File: src/tca_cfg.svh
`ifndef TCA_CFG_SVH
`define TCA_CFG_SVH

// ------------------------------------------------------------
// register indices (byte address is four times the index)
// ------------------------------------------------------------
`define TCA_IDX_INDEX 10'h0d1
`define TCA_IDX_DATA_HIGH 10'h0d2
`define TCA_IDX_DATA_LOW 10'h0d3
`define TCA_IDX_CONTROL 10'h0d4
`define TCA_IDX_FLAGS 10'h0d5
`define TCA_IDX_CONFIG 10'h0d6
`define TCA_IDX_TIMEBASE 10'h0d7

// ------------------------------------------------------------
// channel control word fields
// ------------------------------------------------------------
`define TCA_CTL_IRQ_EN 7
`define TCA_CTL_DIR 6
`define TCA_CTL_CLEAR_TB 4
`define TCA_CTL_COMPARE 3
`define TCA_CTL_SRC_HI 2
`define TCA_CTL_SRC_LO 0
`define TCA_CTL_WRITE_MASK 8'h9f

// ------------------------------------------------------------
// array configuration fields
// ------------------------------------------------------------
`define TCA_CFG_RUN 0
`define TCA_CFG_IRQ_EN 1
`define TCA_CFG_DAC_ON_P2 2
`define TCA_CFG_EXT_MEM 3

// ------------------------------------------------------------
// reset values and counts
// ------------------------------------------------------------
`define TCA_RST_INDEX 2'h0
`define TCA_RST_SHADOW 8'h00
`define TCA_RST_CONTROL 8'h00
`define TCA_RST_DATA 16'h0000
`define TCA_RST_FLAGS 4'h0
`define TCA_RST_CONFIG 4'h0
`define TCA_RST_TIMEBASE 16'h0000
`define TCA_TB_CLEAR_VALUE 16'h0000
`define TCA_CHANNELS 4
`define TCA_PIN_STABLE_CYCLES 2
`define TCA_FIRST_DAC_CHANNEL 2

`endif

File: src/tca_pkg.sv
package tca_pkg;

  // ------------------------------------------------------------
  // register select
  // ------------------------------------------------------------
  typedef enum logic [2:0] {
    TCA_SEL_NONE = 3'b000,
    TCA_SEL_INDEX = 3'b001,
    TCA_SEL_DATA_HIGH = 3'b010,
    TCA_SEL_DATA_LOW = 3'b011,
    TCA_SEL_CONTROL = 3'b100,
    TCA_SEL_FLAGS = 3'b101,
    TCA_SEL_CONFIG = 3'b110,
    TCA_SEL_TIMEBASE = 3'b111
  } tca_sel_t;

  // ------------------------------------------------------------
  // capture event source
  // ------------------------------------------------------------
  typedef enum logic [2:0] {
    TCA_SRC_OFF = 3'b000,
    TCA_SRC_FALL = 3'b001,
    TCA_SRC_RISE = 3'b010,
    TCA_SRC_BOTH = 3'b011,
    TCA_SRC_TIMER0 = 3'b100,
    TCA_SRC_TIMER1 = 3'b101,
    TCA_SRC_CMP_A = 3'b110,
    TCA_SRC_CMP_B = 3'b111
  } tca_src_t;

  // ------------------------------------------------------------
  // state records
  // ------------------------------------------------------------
  typedef struct packed {
    logic [1:0] index;
    logic [7:0] shadow;
    logic [3:0][7:0] control;
    logic [3:0][15:0] data;
    logic [3:0] flags;
    logic [3:0] config_bits;
    logic [15:0] timebase;
    logic [31:0] prdata;
    logic pslverr;
  } tca_state_t;

  typedef struct packed {
    logic primed;
    logic [3:0] sample;
    logic [3:0] stable;
    logic [3:0] rise;
    logic [3:0] fall;
  } tca_pin_state_t;

endpackage : tca_pkg
File: src/tca_pin_if.sv
`timescale 1ns/10ps

// ------------------------------------------------------------
// capture pin levels and their qualified edges
// ------------------------------------------------------------
interface tca_pin_if;
  logic [3:0] level;
  logic [3:0] rise;
  logic [3:0] fall;

  modport sampler (input level, output rise, output fall);
  modport user (output level, input rise, input fall);
endinterface : tca_pin_if

File: src/tca_capture_array.sv
// Design decision made here: register access over APB.
`timescale 1ns/10ps
`include "tca_cfg.svh"

// Notes on behaviour
// - reading the data-high port gives bits 15..8 of the selected channel.
// - data-high writes fill only the shadow; a data-low write moves it in.
// - the shadow survives data-low writes and serves every later one.
// - data-low reads give bits 7..0; writes load shadow and byte as 16 bits.
// - only the indexed channel's data can be read or written.
// - flag register holds channels A..D in bits 0..3, zero after reset.
// - events set a channel flag; only software clears it.
// - a flag interrupts only with its channel enable and the array enable.
// - a channel captures while its compare-select bit is 0.
// - a capture copies the 16-bit time base and sets the flag.
// - with clear-on-event set, a capture also zeroes the time base.
// - channels A..D each have their own capture pin, pins 0..3.
// - pin events are falling, rising or either edge only.
// - pins sampled every clock; a new level must hold two clocks.
// - a new capture overwrites data even if not yet read.
// - internal triggers: timer 0 overflow, timer 1 overflow, comparators.
// - any comparator interrupt condition can serve as a trigger.
// - with converter output on pins 2 and 3, C and D lose pin captures.
// - with the external memory interface active, no pin captures at all.
// - index 00..11 selects channels A..D for the access ports.
// - source 000 off, 001 fall, 010 rise, 011 both, 100 timer 0, 101 timer 1.
// - the interrupt is the OR of all gated channel flags.
// - captures need the run bit; pin events still set flags without it.
module tca_capture_array
  import tca_pkg::*;
#(
  parameter int ADDR_W = 12
)
(
  input wire logic clk,
  input wire logic arst_n,
  input wire logic psel,
  input wire logic penable,
  input wire logic pwrite,
  input wire logic [ADDR_W-1:0] paddr,
  input wire logic [31:0] pwdata,
  output logic [31:0] prdata,
  output logic pready,
  output logic pslverr,
  input wire logic [3:0] capture_pin,
  input wire logic timer0_overflow,
  input wire logic timer1_overflow,
  input wire logic comparator_a_event,
  input wire logic comparator_b_event,
  output logic irq,
  output logic [15:0] timebase_count
);

  // ------------------------------------------------------------
  // address decode
  // ------------------------------------------------------------
  function automatic tca_sel_t tca_decode(input logic [ADDR_W-1:0] addr);
    logic [9:0] idx;
    idx = 10'(addr >> 2);
    if (addr[1:0] != 2'b00)
      return TCA_SEL_NONE;
    case (idx)
      `TCA_IDX_INDEX: return TCA_SEL_INDEX;
      `TCA_IDX_DATA_HIGH: return TCA_SEL_DATA_HIGH;
      `TCA_IDX_DATA_LOW: return TCA_SEL_DATA_LOW;
      `TCA_IDX_CONTROL: return TCA_SEL_CONTROL;
      `TCA_IDX_FLAGS: return TCA_SEL_FLAGS;
      `TCA_IDX_CONFIG: return TCA_SEL_CONFIG;
      `TCA_IDX_TIMEBASE: return TCA_SEL_TIMEBASE;
      default: return TCA_SEL_NONE;
    endcase
  endfunction : tca_decode

  // ------------------------------------------------------------
  // pin gating by port 2 sharing
  // ------------------------------------------------------------
  function automatic logic tca_pin_allowed(input int ch, input logic [3:0] cfg);
    logic ok;
    ok = 1'b1;
    if (cfg[`TCA_CFG_EXT_MEM])
      ok = 1'b0;
    if (cfg[`TCA_CFG_DAC_ON_P2] && ch >= `TCA_FIRST_DAC_CHANNEL)
      ok = 1'b0;
    return ok;
  endfunction : tca_pin_allowed

  // ------------------------------------------------------------
  // state and pin sampler
  // ------------------------------------------------------------
  tca_state_t st;
  tca_state_t next_st;
  tca_pin_if pin_bus ();
  tca_sel_t sel;
  logic setup_phase;
  logic access_phase;

  assign pin_bus.level = capture_pin;

  tca_pin_sampler u_pin_sampler (
    .clk(clk),
    .arst_n(arst_n),
    .pins(pin_bus)
  );

  assign sel = tca_decode(paddr);
  assign setup_phase = psel & ~penable;
  assign access_phase = psel & penable;

  // ------------------------------------------------------------
  // next state
  // ------------------------------------------------------------
  logic [3:0] trig;
  logic [3:0] pin_trig;
  logic [3:0] flag_set;
  logic tb_clear;
  logic [7:0] ctl_now;
  tca_src_t src;

  always_comb
  begin
    next_st = st;
    trig = 4'h0;
    pin_trig = 4'h0;
    flag_set = 4'h0;
    tb_clear = 1'b0;
    ctl_now = 8'h00;
    src = TCA_SRC_OFF;

    if (st.config_bits[`TCA_CFG_RUN])
      next_st.timebase = st.timebase + 16'h0001;

    // software writes take effect at the access edge
    if (access_phase && pwrite)
    begin
      case (sel)
        TCA_SEL_INDEX:
        begin
          next_st.index = pwdata[1:0];
        end
        TCA_SEL_DATA_HIGH:
        begin
          next_st.shadow = pwdata[7:0];
        end
        TCA_SEL_DATA_LOW:
        begin
          // shadow is reused, never cleared
          next_st.data[st.index] = {st.shadow, pwdata[7:0]};
        end
        TCA_SEL_CONTROL:
        begin
          next_st.control[st.index] = pwdata[7:0] & `TCA_CTL_WRITE_MASK;
        end
        TCA_SEL_FLAGS:
        begin
          next_st.flags = st.flags & pwdata[3:0];
        end
        TCA_SEL_CONFIG:
        begin
          next_st.config_bits = pwdata[3:0];
        end
        default:
        begin
          next_st.index = st.index;
        end
      endcase
    end

    // capture events; they follow the write so a capture overwrites it
    for (int i = 0; i < `TCA_CHANNELS; i++)
    begin
      ctl_now = st.control[i];
      src = tca_src_t'(ctl_now[`TCA_CTL_SRC_HI:`TCA_CTL_SRC_LO]);
      case (src)
        TCA_SRC_FALL: pin_trig[i] = pin_bus.fall[i];
        TCA_SRC_RISE: pin_trig[i] = pin_bus.rise[i];
        TCA_SRC_BOTH: pin_trig[i] = pin_bus.rise[i] | pin_bus.fall[i];
        TCA_SRC_TIMER0: trig[i] = timer0_overflow;
        TCA_SRC_TIMER1: trig[i] = timer1_overflow;
        TCA_SRC_CMP_A: trig[i] = comparator_a_event;
        TCA_SRC_CMP_B: trig[i] = comparator_b_event;
        default: trig[i] = 1'b0;
      endcase
      pin_trig[i] = pin_trig[i] & tca_pin_allowed(i, st.config_bits);
      trig[i] = trig[i] | pin_trig[i];
      if (!ctl_now[`TCA_CTL_COMPARE] && trig[i])
      begin
        if (st.config_bits[`TCA_CFG_RUN])
        begin
          next_st.data[i] = st.timebase;
          flag_set[i] = 1'b1;
          if (ctl_now[`TCA_CTL_CLEAR_TB])
            tb_clear = 1'b1;
        end
        else if (pin_trig[i])
        begin
          flag_set[i] = 1'b1;
        end
      end
    end

    if (tb_clear)
      next_st.timebase = `TCA_TB_CLEAR_VALUE;

    // hardware only sets; a set beats a same-cycle clear
    next_st.flags = next_st.flags | flag_set;

    // read data is captured in the setup cycle
    if (setup_phase)
    begin
      next_st.pslverr = (sel == TCA_SEL_NONE);
      case (sel)
        TCA_SEL_INDEX: next_st.prdata = {30'h0, st.index};
        TCA_SEL_DATA_HIGH: next_st.prdata = {24'h0, st.data[st.index][15:8]};
        TCA_SEL_DATA_LOW: next_st.prdata = {24'h0, st.data[st.index][7:0]};
        TCA_SEL_CONTROL: next_st.prdata = {24'h0, st.control[st.index]};
        TCA_SEL_FLAGS: next_st.prdata = {28'h0, st.flags};
        TCA_SEL_CONFIG: next_st.prdata = {28'h0, st.config_bits};
        TCA_SEL_TIMEBASE: next_st.prdata = {16'h0, st.timebase};
        default: next_st.prdata = 32'h0;
      endcase
    end
  end

  // ------------------------------------------------------------
  // state register
  // ------------------------------------------------------------
  always_ff @(posedge clk or negedge arst_n)
  begin
    if (!arst_n)
    begin
      st.index <= `TCA_RST_INDEX;
      st.shadow <= `TCA_RST_SHADOW;
      st.control <= {`TCA_CHANNELS{`TCA_RST_CONTROL}};
      st.data <= {`TCA_CHANNELS{`TCA_RST_DATA}};
      st.flags <= `TCA_RST_FLAGS;
      st.config_bits <= `TCA_RST_CONFIG;
      st.timebase <= `TCA_RST_TIMEBASE;
      st.prdata <= 32'h0;
      st.pslverr <= 1'b0;
    end
    else
    begin
      st <= next_st;
    end
  end

  // ------------------------------------------------------------
  // outputs
  // ------------------------------------------------------------
  logic [3:0] irq_enables;

  always_comb
  begin
    for (int i = 0; i < `TCA_CHANNELS; i++)
      irq_enables[i] = st.control[i][`TCA_CTL_IRQ_EN];
  end

  assign irq = st.config_bits[`TCA_CFG_IRQ_EN] & (|(st.flags & irq_enables));
  assign pready = access_phase;
  assign prdata = st.prdata;
  assign pslverr = st.pslverr & access_phase;
  assign timebase_count = st.timebase;

endmodule : tca_capture_array

File: src/tca_pin_sampler.sv
`timescale 1ns/10ps
`include "tca_cfg.svh"

// ------------------------------------------------------------
// pin sampler: a level must be seen on two edges before it counts
// ------------------------------------------------------------
module tca_pin_sampler
  import tca_pkg::*;
(
  input wire logic clk,
  input wire logic arst_n,
  tca_pin_if.sampler pins
);

  tca_pin_state_t st;
  tca_pin_state_t next_st;

  always_comb
  begin
    next_st = st;
    next_st.sample = pins.level;
    next_st.rise = 4'h0;
    next_st.fall = 4'h0;
    next_st.primed = 1'b1;
    if (!st.primed)
    begin
      // first sample after reset is taken as the idle level
      next_st.stable = pins.level;
    end
    else
    begin
      for (int i = 0; i < `TCA_CHANNELS; i++)
      begin
        // new level held across two samples is accepted
        if (pins.level[i] == st.sample[i] && pins.level[i] != st.stable[i])
        begin
          next_st.stable[i] = pins.level[i];
          next_st.rise[i] = pins.level[i];
          next_st.fall[i] = ~pins.level[i];
        end
      end
    end
  end

  always_ff @(posedge clk or negedge arst_n)
  begin
    if (!arst_n)
      st <= '0;
    else
      st <= next_st;
  end

  assign pins.rise = st.rise;
  assign pins.fall = st.fall;

endmodule : tca_pin_sampler

File: config.mk
export PLATFORM = sky130hd
export DESIGN_NAME = tca_capture_array
export DESIGN_NICKNAME = d
export VERILOG_FILES = /design/src/tca_pkg.sv /design/src/tca_pin_if.sv /design/src/tca_capture_array.sv /design/src/tca_pin_sampler.sv
export VERILOG_INCLUDE_DIRS = /design/src
export SDC_FILE = /design/constraint.sdc
export NUM_CORES = 1
export LEC_CHECK = 0
export BUFFER_PORTS_ARGS = -buffer_cell sky130_fd_sc_hd__clkbuf_2
export CORE_MARGIN = 3
export CORE_UTILIZATION = 43
export DETAILED_ROUTE_END_ITERATION = 10
export GPL_TIMING_DRIVEN = 0
export HOLD_SLACK_MARGIN = 0.08
export SKIP_CTS_REPAIR_TIMING = 1
export SLEW_MARGIN = 20
export SYNTH_ARGS = -nofsm -noshare
export SYNTH_HDL_FRONTEND = slang
export SYNTH_SLANG_ARGS = --single-unit
File: constraint.sdc
create_clock -name clk -period 2.7 [get_ports clk]
set_input_delay 0.27 -clock clk [delete_from_list [all_inputs] [get_ports clk]]
set_output_delay 0.27 -clock clk [all_outputs]
set_load 0.01 [all_outputs]
* Word level (Yosys, flattened, before mapping) *
Cells that the tools add are included.

cells by class
  bitwise gates (word level) = 24
  equality and inequality tests = 54
  add/sub/neg operators = 1
  muxes and demuxes = 77
  reduce and logical (&&, ||, !) cells = 22
  order comparisons = 2

operator list
  kind                                                                     count
  16-bit two-way mux                                                       12
  16-bit case mux with 7 select lines                                      1
  72-bit two-way mux                                                       1
  10-bit by 8-bit equality test with 1-bit output (second input constant)  7
  64-bit bitwise mux                                                       1
  64-bit two-way mux                                                       1
  3-bit equality test (second input constant)                              20
  1-bit two-way mux                                                        39
  16-bit binary-select mux with 2-bit select                               1
  32-bit bitwise mux                                                       1
  16-bit demux with 2-bit select                                           1
  3-bit by 2-bit equality test with 1-bit output (second input constant)   10
  8-bit two-way mux                                                        3
  3-bit case mux with 7 select lines                                       1
  16-bit by 1-bit adder with 16-bit output (second input constant)         1
  8-bit binary-select mux with 2-bit select                                1
  8-bit demux with 2-bit select                                            1
  1-bit case mux with 4 select lines                                       4
  3-bit by 1-bit equality test with 1-bit output (second input constant)   5
  4-bit two-way mux                                                        3
  1-bit case mux with 3 select lines                                       4
  1-bit logical AND                                                        10
  1-bit AND                                                                8
  4-bit AND                                                                2
  14 further kinds                                                         42

word-level totals
  logic and storage cells = 203
  input port bits = 57
  output and inout port bits = 51
  flip-flop bits (word level) = 180

* Longest topological paths before layout *
Gate-level depths: netlist of the first run.

  depth in word-level cells = 16
  mapped depth = 7
  mapped depth without buffers = 6

* By module *
Synthesis of the first run repeated with hierarchy kept, for this count alone.

second synthesis, totals
  cells, all modules = 817
  area total of the unflattened synthesis = 8398.1 µm²

by module, submodules not included
  module             seq. area each (µm²)  cells each  times used  area each (µm²)
  tca_capture_array  3478.3                758         1           7734.9
  tca_pin_sampler    425.4                 59          1           663.1

* Least setup slack after synthesis of the first run *
No wires, ideal clock.

  path type = input to register
  from = input port paddr[11]
  to = register st[68] (netlist bit)
  library setup time = 132 ps
  path slack = 729 ps
  path buffers = 1
  data arrival time = 1839 ps
  cell stages on the path = 6
  data required time = 2568 ps
  cells stage by stage = nor4_4 -> nand4_4 -> nor4_4 -> buf_6 -> mux2i_1 -> o21ai_1

RTL lines
  element               RTL line                  text
  from (decl)           tca_capture_array.sv:40   input wire logic [ADDR_W-1:0] paddr,
  to (signal assigned)  tca_capture_array.sv:243  st <= next_st;
  to (decl)             tca_capture_array.sv:90   tca_state_t st;

* Worst setup path in the final report of the first run *
  from = register st[162] (netlist bit)
  to = register prdata[0] (netlist name)

on the way
  cells in the longest elaborated chain, start to end = 3
  elaborated cells between the ends (all ways) = 5
  those cells by class = mux: 5

RTL lines
  element                                                                                                  RTL line                                                                      text
  8-bit binary-select mux with 2-bit select or 16-bit binary-select mux with 2-bit select (tied branches)  tca_capture_array.sv:215, tca_capture_array.sv:213, tca_capture_array.sv:214
  8-bit two-way mux (not written as such) or 16-bit two-way mux (tied branches)                            tca_capture_array.sv:215, tca_capture_array.sv:214
  16-bit case mux with 7 select lines *                                                                    tca_capture_array.sv:211                                                      case (sel)

Mark *: on every way between the ends. The rest lies on a longest branch, timed or not. The select of a mux whose other input is x is not followed.
A chain may end at the register's enable or synchronous reset.

==> results.cfg, run 1 <==
[status]
status = complete, no violations

[sta]
finalHoldViolCount = 0
rsz0062_at_grt = no
slew_viol_final = 0
clock.fmax_ghz = 0.409
tightest_slew_ns = 0.996
slew_headroom_pct = 33.3
fin_crit_sh_pct = 90.5
setup_violations = 0
skew_ns = 0.00696
period_minus_slack_ns = 2.44

[cts]
cts_tree = built
clockRootBuffer = clkbuf_16
clk_latency_ns = 0.42
cts_buffer_depth = 2
clk_pin_slew_worst_paths_ns = 0.06
h-tree-depth = 4
clock_sinks = 156
cts_made_buffers = 17

[logic_synthesis]
async_reset_ff_share_pct = 100
syn-cell-area_um2 = 8240
postSynthCellCount = 758
synth_ff_type = dfrtp_1
synth.yosys.seq_area_share_pct = 47.4
ys_types = 50
yosys_warnings = 0
synth_edf_count = 0
yosys_register_bits = 156
syn_area_per_cell_um2 = 10.9

[die]
die_h_um = 144
num_rows = 49
start_util_pct = 44.8
fp.dieW_um = 144
die-area_um2 = 20900
coreArea_um2 = 18400
num_io_pins = 108

[worst_setup_path]
required_ns = 2.98
cp-end-kind = register
r2r_slack_ns = 0.26
max_stage_delay_ns = 0.44
crit_type = register to register
cp_top_family = buffers and inverters
path_cells = buf_2 -> clkbuf_2 -> mux4_2 -> nor2b_1 -> a211oi_1 -> o21ai_0
critPathSlowestCell = clkbuf_2
worst-path-buf-inv = 2
arrival_ns = 2.73
startpoint_type = register
path_max_fanout = 10

[hold_path]
min_path_type = input pin to register

[grt]
grt_pass1_wl_mm = 35.3
grt_pass1_vias = 6298
grt_overflow = 0
antenna_found_initial = 0
grt_max_degree = 93
grt_usage_pct = 22.2

[placed_design]
routabilityCongestion = 0.894
hpwl_mm = 16.0
dp.cells = 1066
place_area_um2 = 8930
numPortBuffers = 63

[finish]
nNetsFinal = 919
layout_commonest_cell = dfrtp_1
area_delta_synth_final_pct = 16.2
layout_common_cells = 156 x dfrtp_1, 98 x nand2_1, 68 x mux2i_1, 64 x clkbuf_2, 62 x o21ai_0
final_cells = 1102
fin_area_um2 = 9570
final_layout_size_suffix_gt1_share_pct = 26.3
diodes = 0
n_fill_cell = 1632

[detailed_routing]
drt-total-wl_mm = 22.5
drtPass1Iterations = 6
drtIter0Drc = 465
dr_total_vias = 6257
vias_per_cell = 5.68
avgRoutedWirePerCell_um = 20.4
antenna_left = 0
drc = 0

[pwr]
powerDensity_nw_per_um2 = 579
leakage_nw = 4.26
finalPower_mw = 5.54
vdd_drop_max_mv = 0.473

[flow_run]
maxCapViolations = 0
cells in the mapped netlist (8+ instances only):
master | number | area [um2]
a22oi_1 | 8 | 60.1
buf_4 | 48 | 360
nand2b_1 | 9 | 56.3
dfrtp_1 | 156 | 3900
o21ai_0 | 62 | 310
a21oi_1 | 22 | 110
xor2_1 | 10 | 87.6
buf_1 | 9 | 33.8
mux2i_1 | 68 | 681
nor2_1 | 36 | 135
nand2_1 | 98 | 368
o21ai_1 | 13 | 65.1
buf_2 | 8 | 40.0
mux2_2 | 40 | 450
a31oi_1 | 8 | 50.1
clkbuf_1 | 34 | 128
mux4_2 | 25 | 563
nand3_1 | 9 | 45.0
a22o_1 | 9 | 78.8
through the flow:
step / setup TNS (ns) / setup WS, ns / hold slack [ns] / util [%]
after global routing: 0 / 0.105 / 0.159 / 52.1
final: 0 / 0.255 / 0.160 / 52.1
after CTS: 0 / 0.0471 / -0.146 / 51.7
after floorplan: 0 / 0.729 / -0.0256 / -
after detailed placement: 0 / 0.0647 / 0.306 / 48.6
after global placement: -199.07 / -1.29 / 0.434 / 48.4
logic make-up after synthesis:
group / count (synthesis) / synth area share [%]
and+or+nand+nor: 201 / 12.3
DFF: 156 / 47.4
AOI/OAI and AO/OA: 140 / 10.1
muxes: 135 / 20.8
buffers and inverters: 108 / 7.59
xor gates and xnor gates: 15 / 1.59
other: 2 / 0.0911
adders and majority gates: 1 / 0.152
power breakdown:
group | total [mW] | internal [mW] | switching [mW]
combinational | 0.654 | 0.257 | 0.397
clock | 2.40 | 1.45 | 0.952
sequential | 2.49 | 2.41 | 0.0820
total | 5.54 | 4.11 | 1.43
sequential cells by signal (all words and copies together), names as in the netlist:
| signal | flops |
|---|---|
| u_pin_sampler.pins.rise | 4 |
| prdata | 16 |
| irq_enables | 3 |
| st | 98 |
| u_pin_sampler.st | 9 |
| timebase_count | 16 |
| ctl_now | 6 |
| u_pin_sampler.pins.fall | 4 |
area by class of cell:
class	instances	area [um2]	share of cell area (%)
flip-flops and latches	156	3900	40.8
multi-input cells	509	3770	39.4
plain buffers	103	609	6.36
clock buffers	20	437	4.56
repair buffers	69	402	4.19
well taps	229	287	2.99
clock inverters	11	145	1.52
inverters	5	18.8	0.196
per-layer routing:
layer  vias to the layer above  wire length [um]  track usage, %
li1                       2829                 -               -
met1                      3131              9520            29.4
met2                       263             10600            35.6
met3                        34              1880            5.99
met4                         0               484            7.31
met5                         -                 0               0
worst paths after layout:
| kind | from | to | depth (start not counted) |
|---|---|---|---|
| max | st[162] | prdata[0] | 6 |
| min | pwdata[5] | st[158] | 2 |
| max reg2reg | st[162] | prdata[0] | 6 |
| min reg2reg | u_pin_sampler.st[13] | u_pin_sampler.pins.fall[1] | 1 |
| max in group asynchronous | arst_n | st[50] | 3 |
| min in group asynchronous | arst_n | prdata[10] | 2 |
Power figures use the tool's default switching activity.
==> run 2: changes to the inputs <==
PLACE_DENSITY = 0.73   (was default)
==> run 2 against run 1 <==
Against the previous run:
- combinational power about the same
- routed wire length decreased by 3.4%
- sequential power about the same
- flip-flop and latch count unchanged
- total power increased by 0.27%
- highest routed layer unchanged
- cell count about the same
- first-iteration DRC count increased by 40%
==> results.cfg, run 2 (synthesis results as in run 1) <==
[status]
status = complete, no violations

[finish]
largest-register = st
final_layout_size_suffix_gt1_share_pct = 26.5
n_fill_cell = 1617
layout_commonest_cell = dfrtp_1
largest_register_ffs = 98
area_delta_synth_final_pct = 16.2
layout_common_cells = 156 x dfrtp_1, 98 x nand2_1, 68 x mux2i_1, 64 x clkbuf_2, 62 x o21ai_0
utilization_pct = 52.1
fin_area_um2 = 9580
final_cells = 1103
diodes = 0
nNetsFinal = 919

[hold_path]
min_path_type = input pin to register
hold_depth = 2
hp-start = pwdata[6]

[cts]
h-tree-depth = 4
clk_latency_ns = 0.43
cts_buffer_depth = 2
cts_made_buffers = 17
clock_sinks = 156
cts_tree = built
clk_pin_slew_worst_paths_ns = 0.06
clockRootBuffer = clkbuf_16

[die]
die-area_um2 = 20900
start_util_pct = 44.8
fp.dieW_um = 144
num_rows = 49
coreArea_um2 = 18400
die_h_um = 144
num_io_pins = 108

[detailed_routing]
drc = 0
drt-total-wl_mm = 21.8
dr_total_vias = 6203
vias_per_cell = 5.62
drtIter0Drc = 649
antenna_left = 0
drtPass1Iterations = 5
avgRoutedWirePerCell_um = 19.7

[worst_setup_path]
cp-startpoint = st[52]
path_max_fanout = 10
crit_type = register to register
required_ns = 3.01
arrival_ns = 2.75
r2r-start = st[52]
r2r_slack_ns = 0.26
startpoint_type = register
reg2reg_depth = 5
cp-end-kind = register

[sta]
skew_ns = 0.00762
rsz0062_at_grt = no
tightest_slew_ns = 0.896
finalHoldViolCount = 0
slew_headroom_pct = 40.0
period_minus_slack_ns = 2.44
fin_crit_sh_pct = 90.4
clock.fmax_ghz = 0.410
setup_tns_ns = 0
fin_ws_ns = 0.259
setup_violations = 0
slew_viol_final = 0

[placed_design]
numPortBuffers = 63
place_area_um2 = 8930
hpwl_mm = 15.1
routabilityCongestion = 0.900
dp.cells = 1066
dp_slack_ns = 0.0886

[pwr]
powerDensity_nw_per_um2 = 580
vdd_drop_max_mv = 0.465
leakage_nw = 4.28

[grt]
antenna_found_initial = 0
grt_max_degree = 89
grt_pass1_vias = 6081
grt_usage_pct = 21.7
grt_pass1_wl_mm = 34.4
grt_overflow = 0

[flow_run]
maxCapViolations = 0
-- run 2: cell count changes in the layout (fill, tap and decap cells not counted), sizes merged --
cell,before,now
clkinvlp,3,1
inv,6,12
clkbuf,118,116
bufinv,3,2
-- run 2: critical path, cell delays in order (launching register included) --
cell,delay [ns]
dfrtp_1,0.47
or3_1,0.43
o41ai_2,0.58
a2111o_1,0.48
buf_2,0.29
nor2_1,0.07
-- run 2: path summary, 6_finish.rpt --
kind,endpoint
setup / recovery,timebase_count[10]
hold / removal,st[159]
setup reg to reg,timebase_count[10]
hold reg to reg,u_pin_sampler.pins.fall[2]
max in group asynchronous,st[116]
min in group asynchronous,u_pin_sampler.st[12]
-- run 2: power breakdown --
| part | total (mW) | leakage (nW) | internal, mW | switching, mW |
|---|---|---|---|---|
| logic | 0.654 | 1.87 | 0.257 | 0.397 |
| clock network | 2.42 | 0.288 | 1.38 | 1.03 |
| registers | 2.48 | 2.12 | 2.41 | 0.0776 |
| total | 5.56 | 4.28 | 4.05 | 1.51 |
-- run 2: metrics by stage --
step	hold slack, ns	power (mW)
after floorplan	-0.0256	2.90
after CTS	-0.160	5.59
after global placement	0.438	3.17
after detailed placement	0.305	3.18
after global routing	0.172	5.78
final	0.163	5.56
-- run 2: layout make-up --
| type | count | area [um2] | area share, % |
|---|---|---|---|
| buffer | 103 | 609 | 6.36 |
| sequential | 156 | 3900 | 40.8 |
| inverter | 5 | 18.8 | 0.196 |
| clock inverter | 14 | 159 | 1.66 |
| clock buffer | 18 | 429 | 4.48 |
| multi-input combinational | 509 | 3770 | 39.3 |
| tap | 229 | 287 | 2.99 |
| timing repair buffer | 69 | 402 | 4.19 |
-- run 2: routing by layer --
metal	GRT usage, %	part of all wire [%]	wire, um	vias to the layer above
li1	-	-	-	2831
met3	5.46	7.5	1630	43
met2	33.9	47	10300	251
met1	29.7	42	9240	3078
met5	0	0	0	-
met4	7.56	2.8	618	0
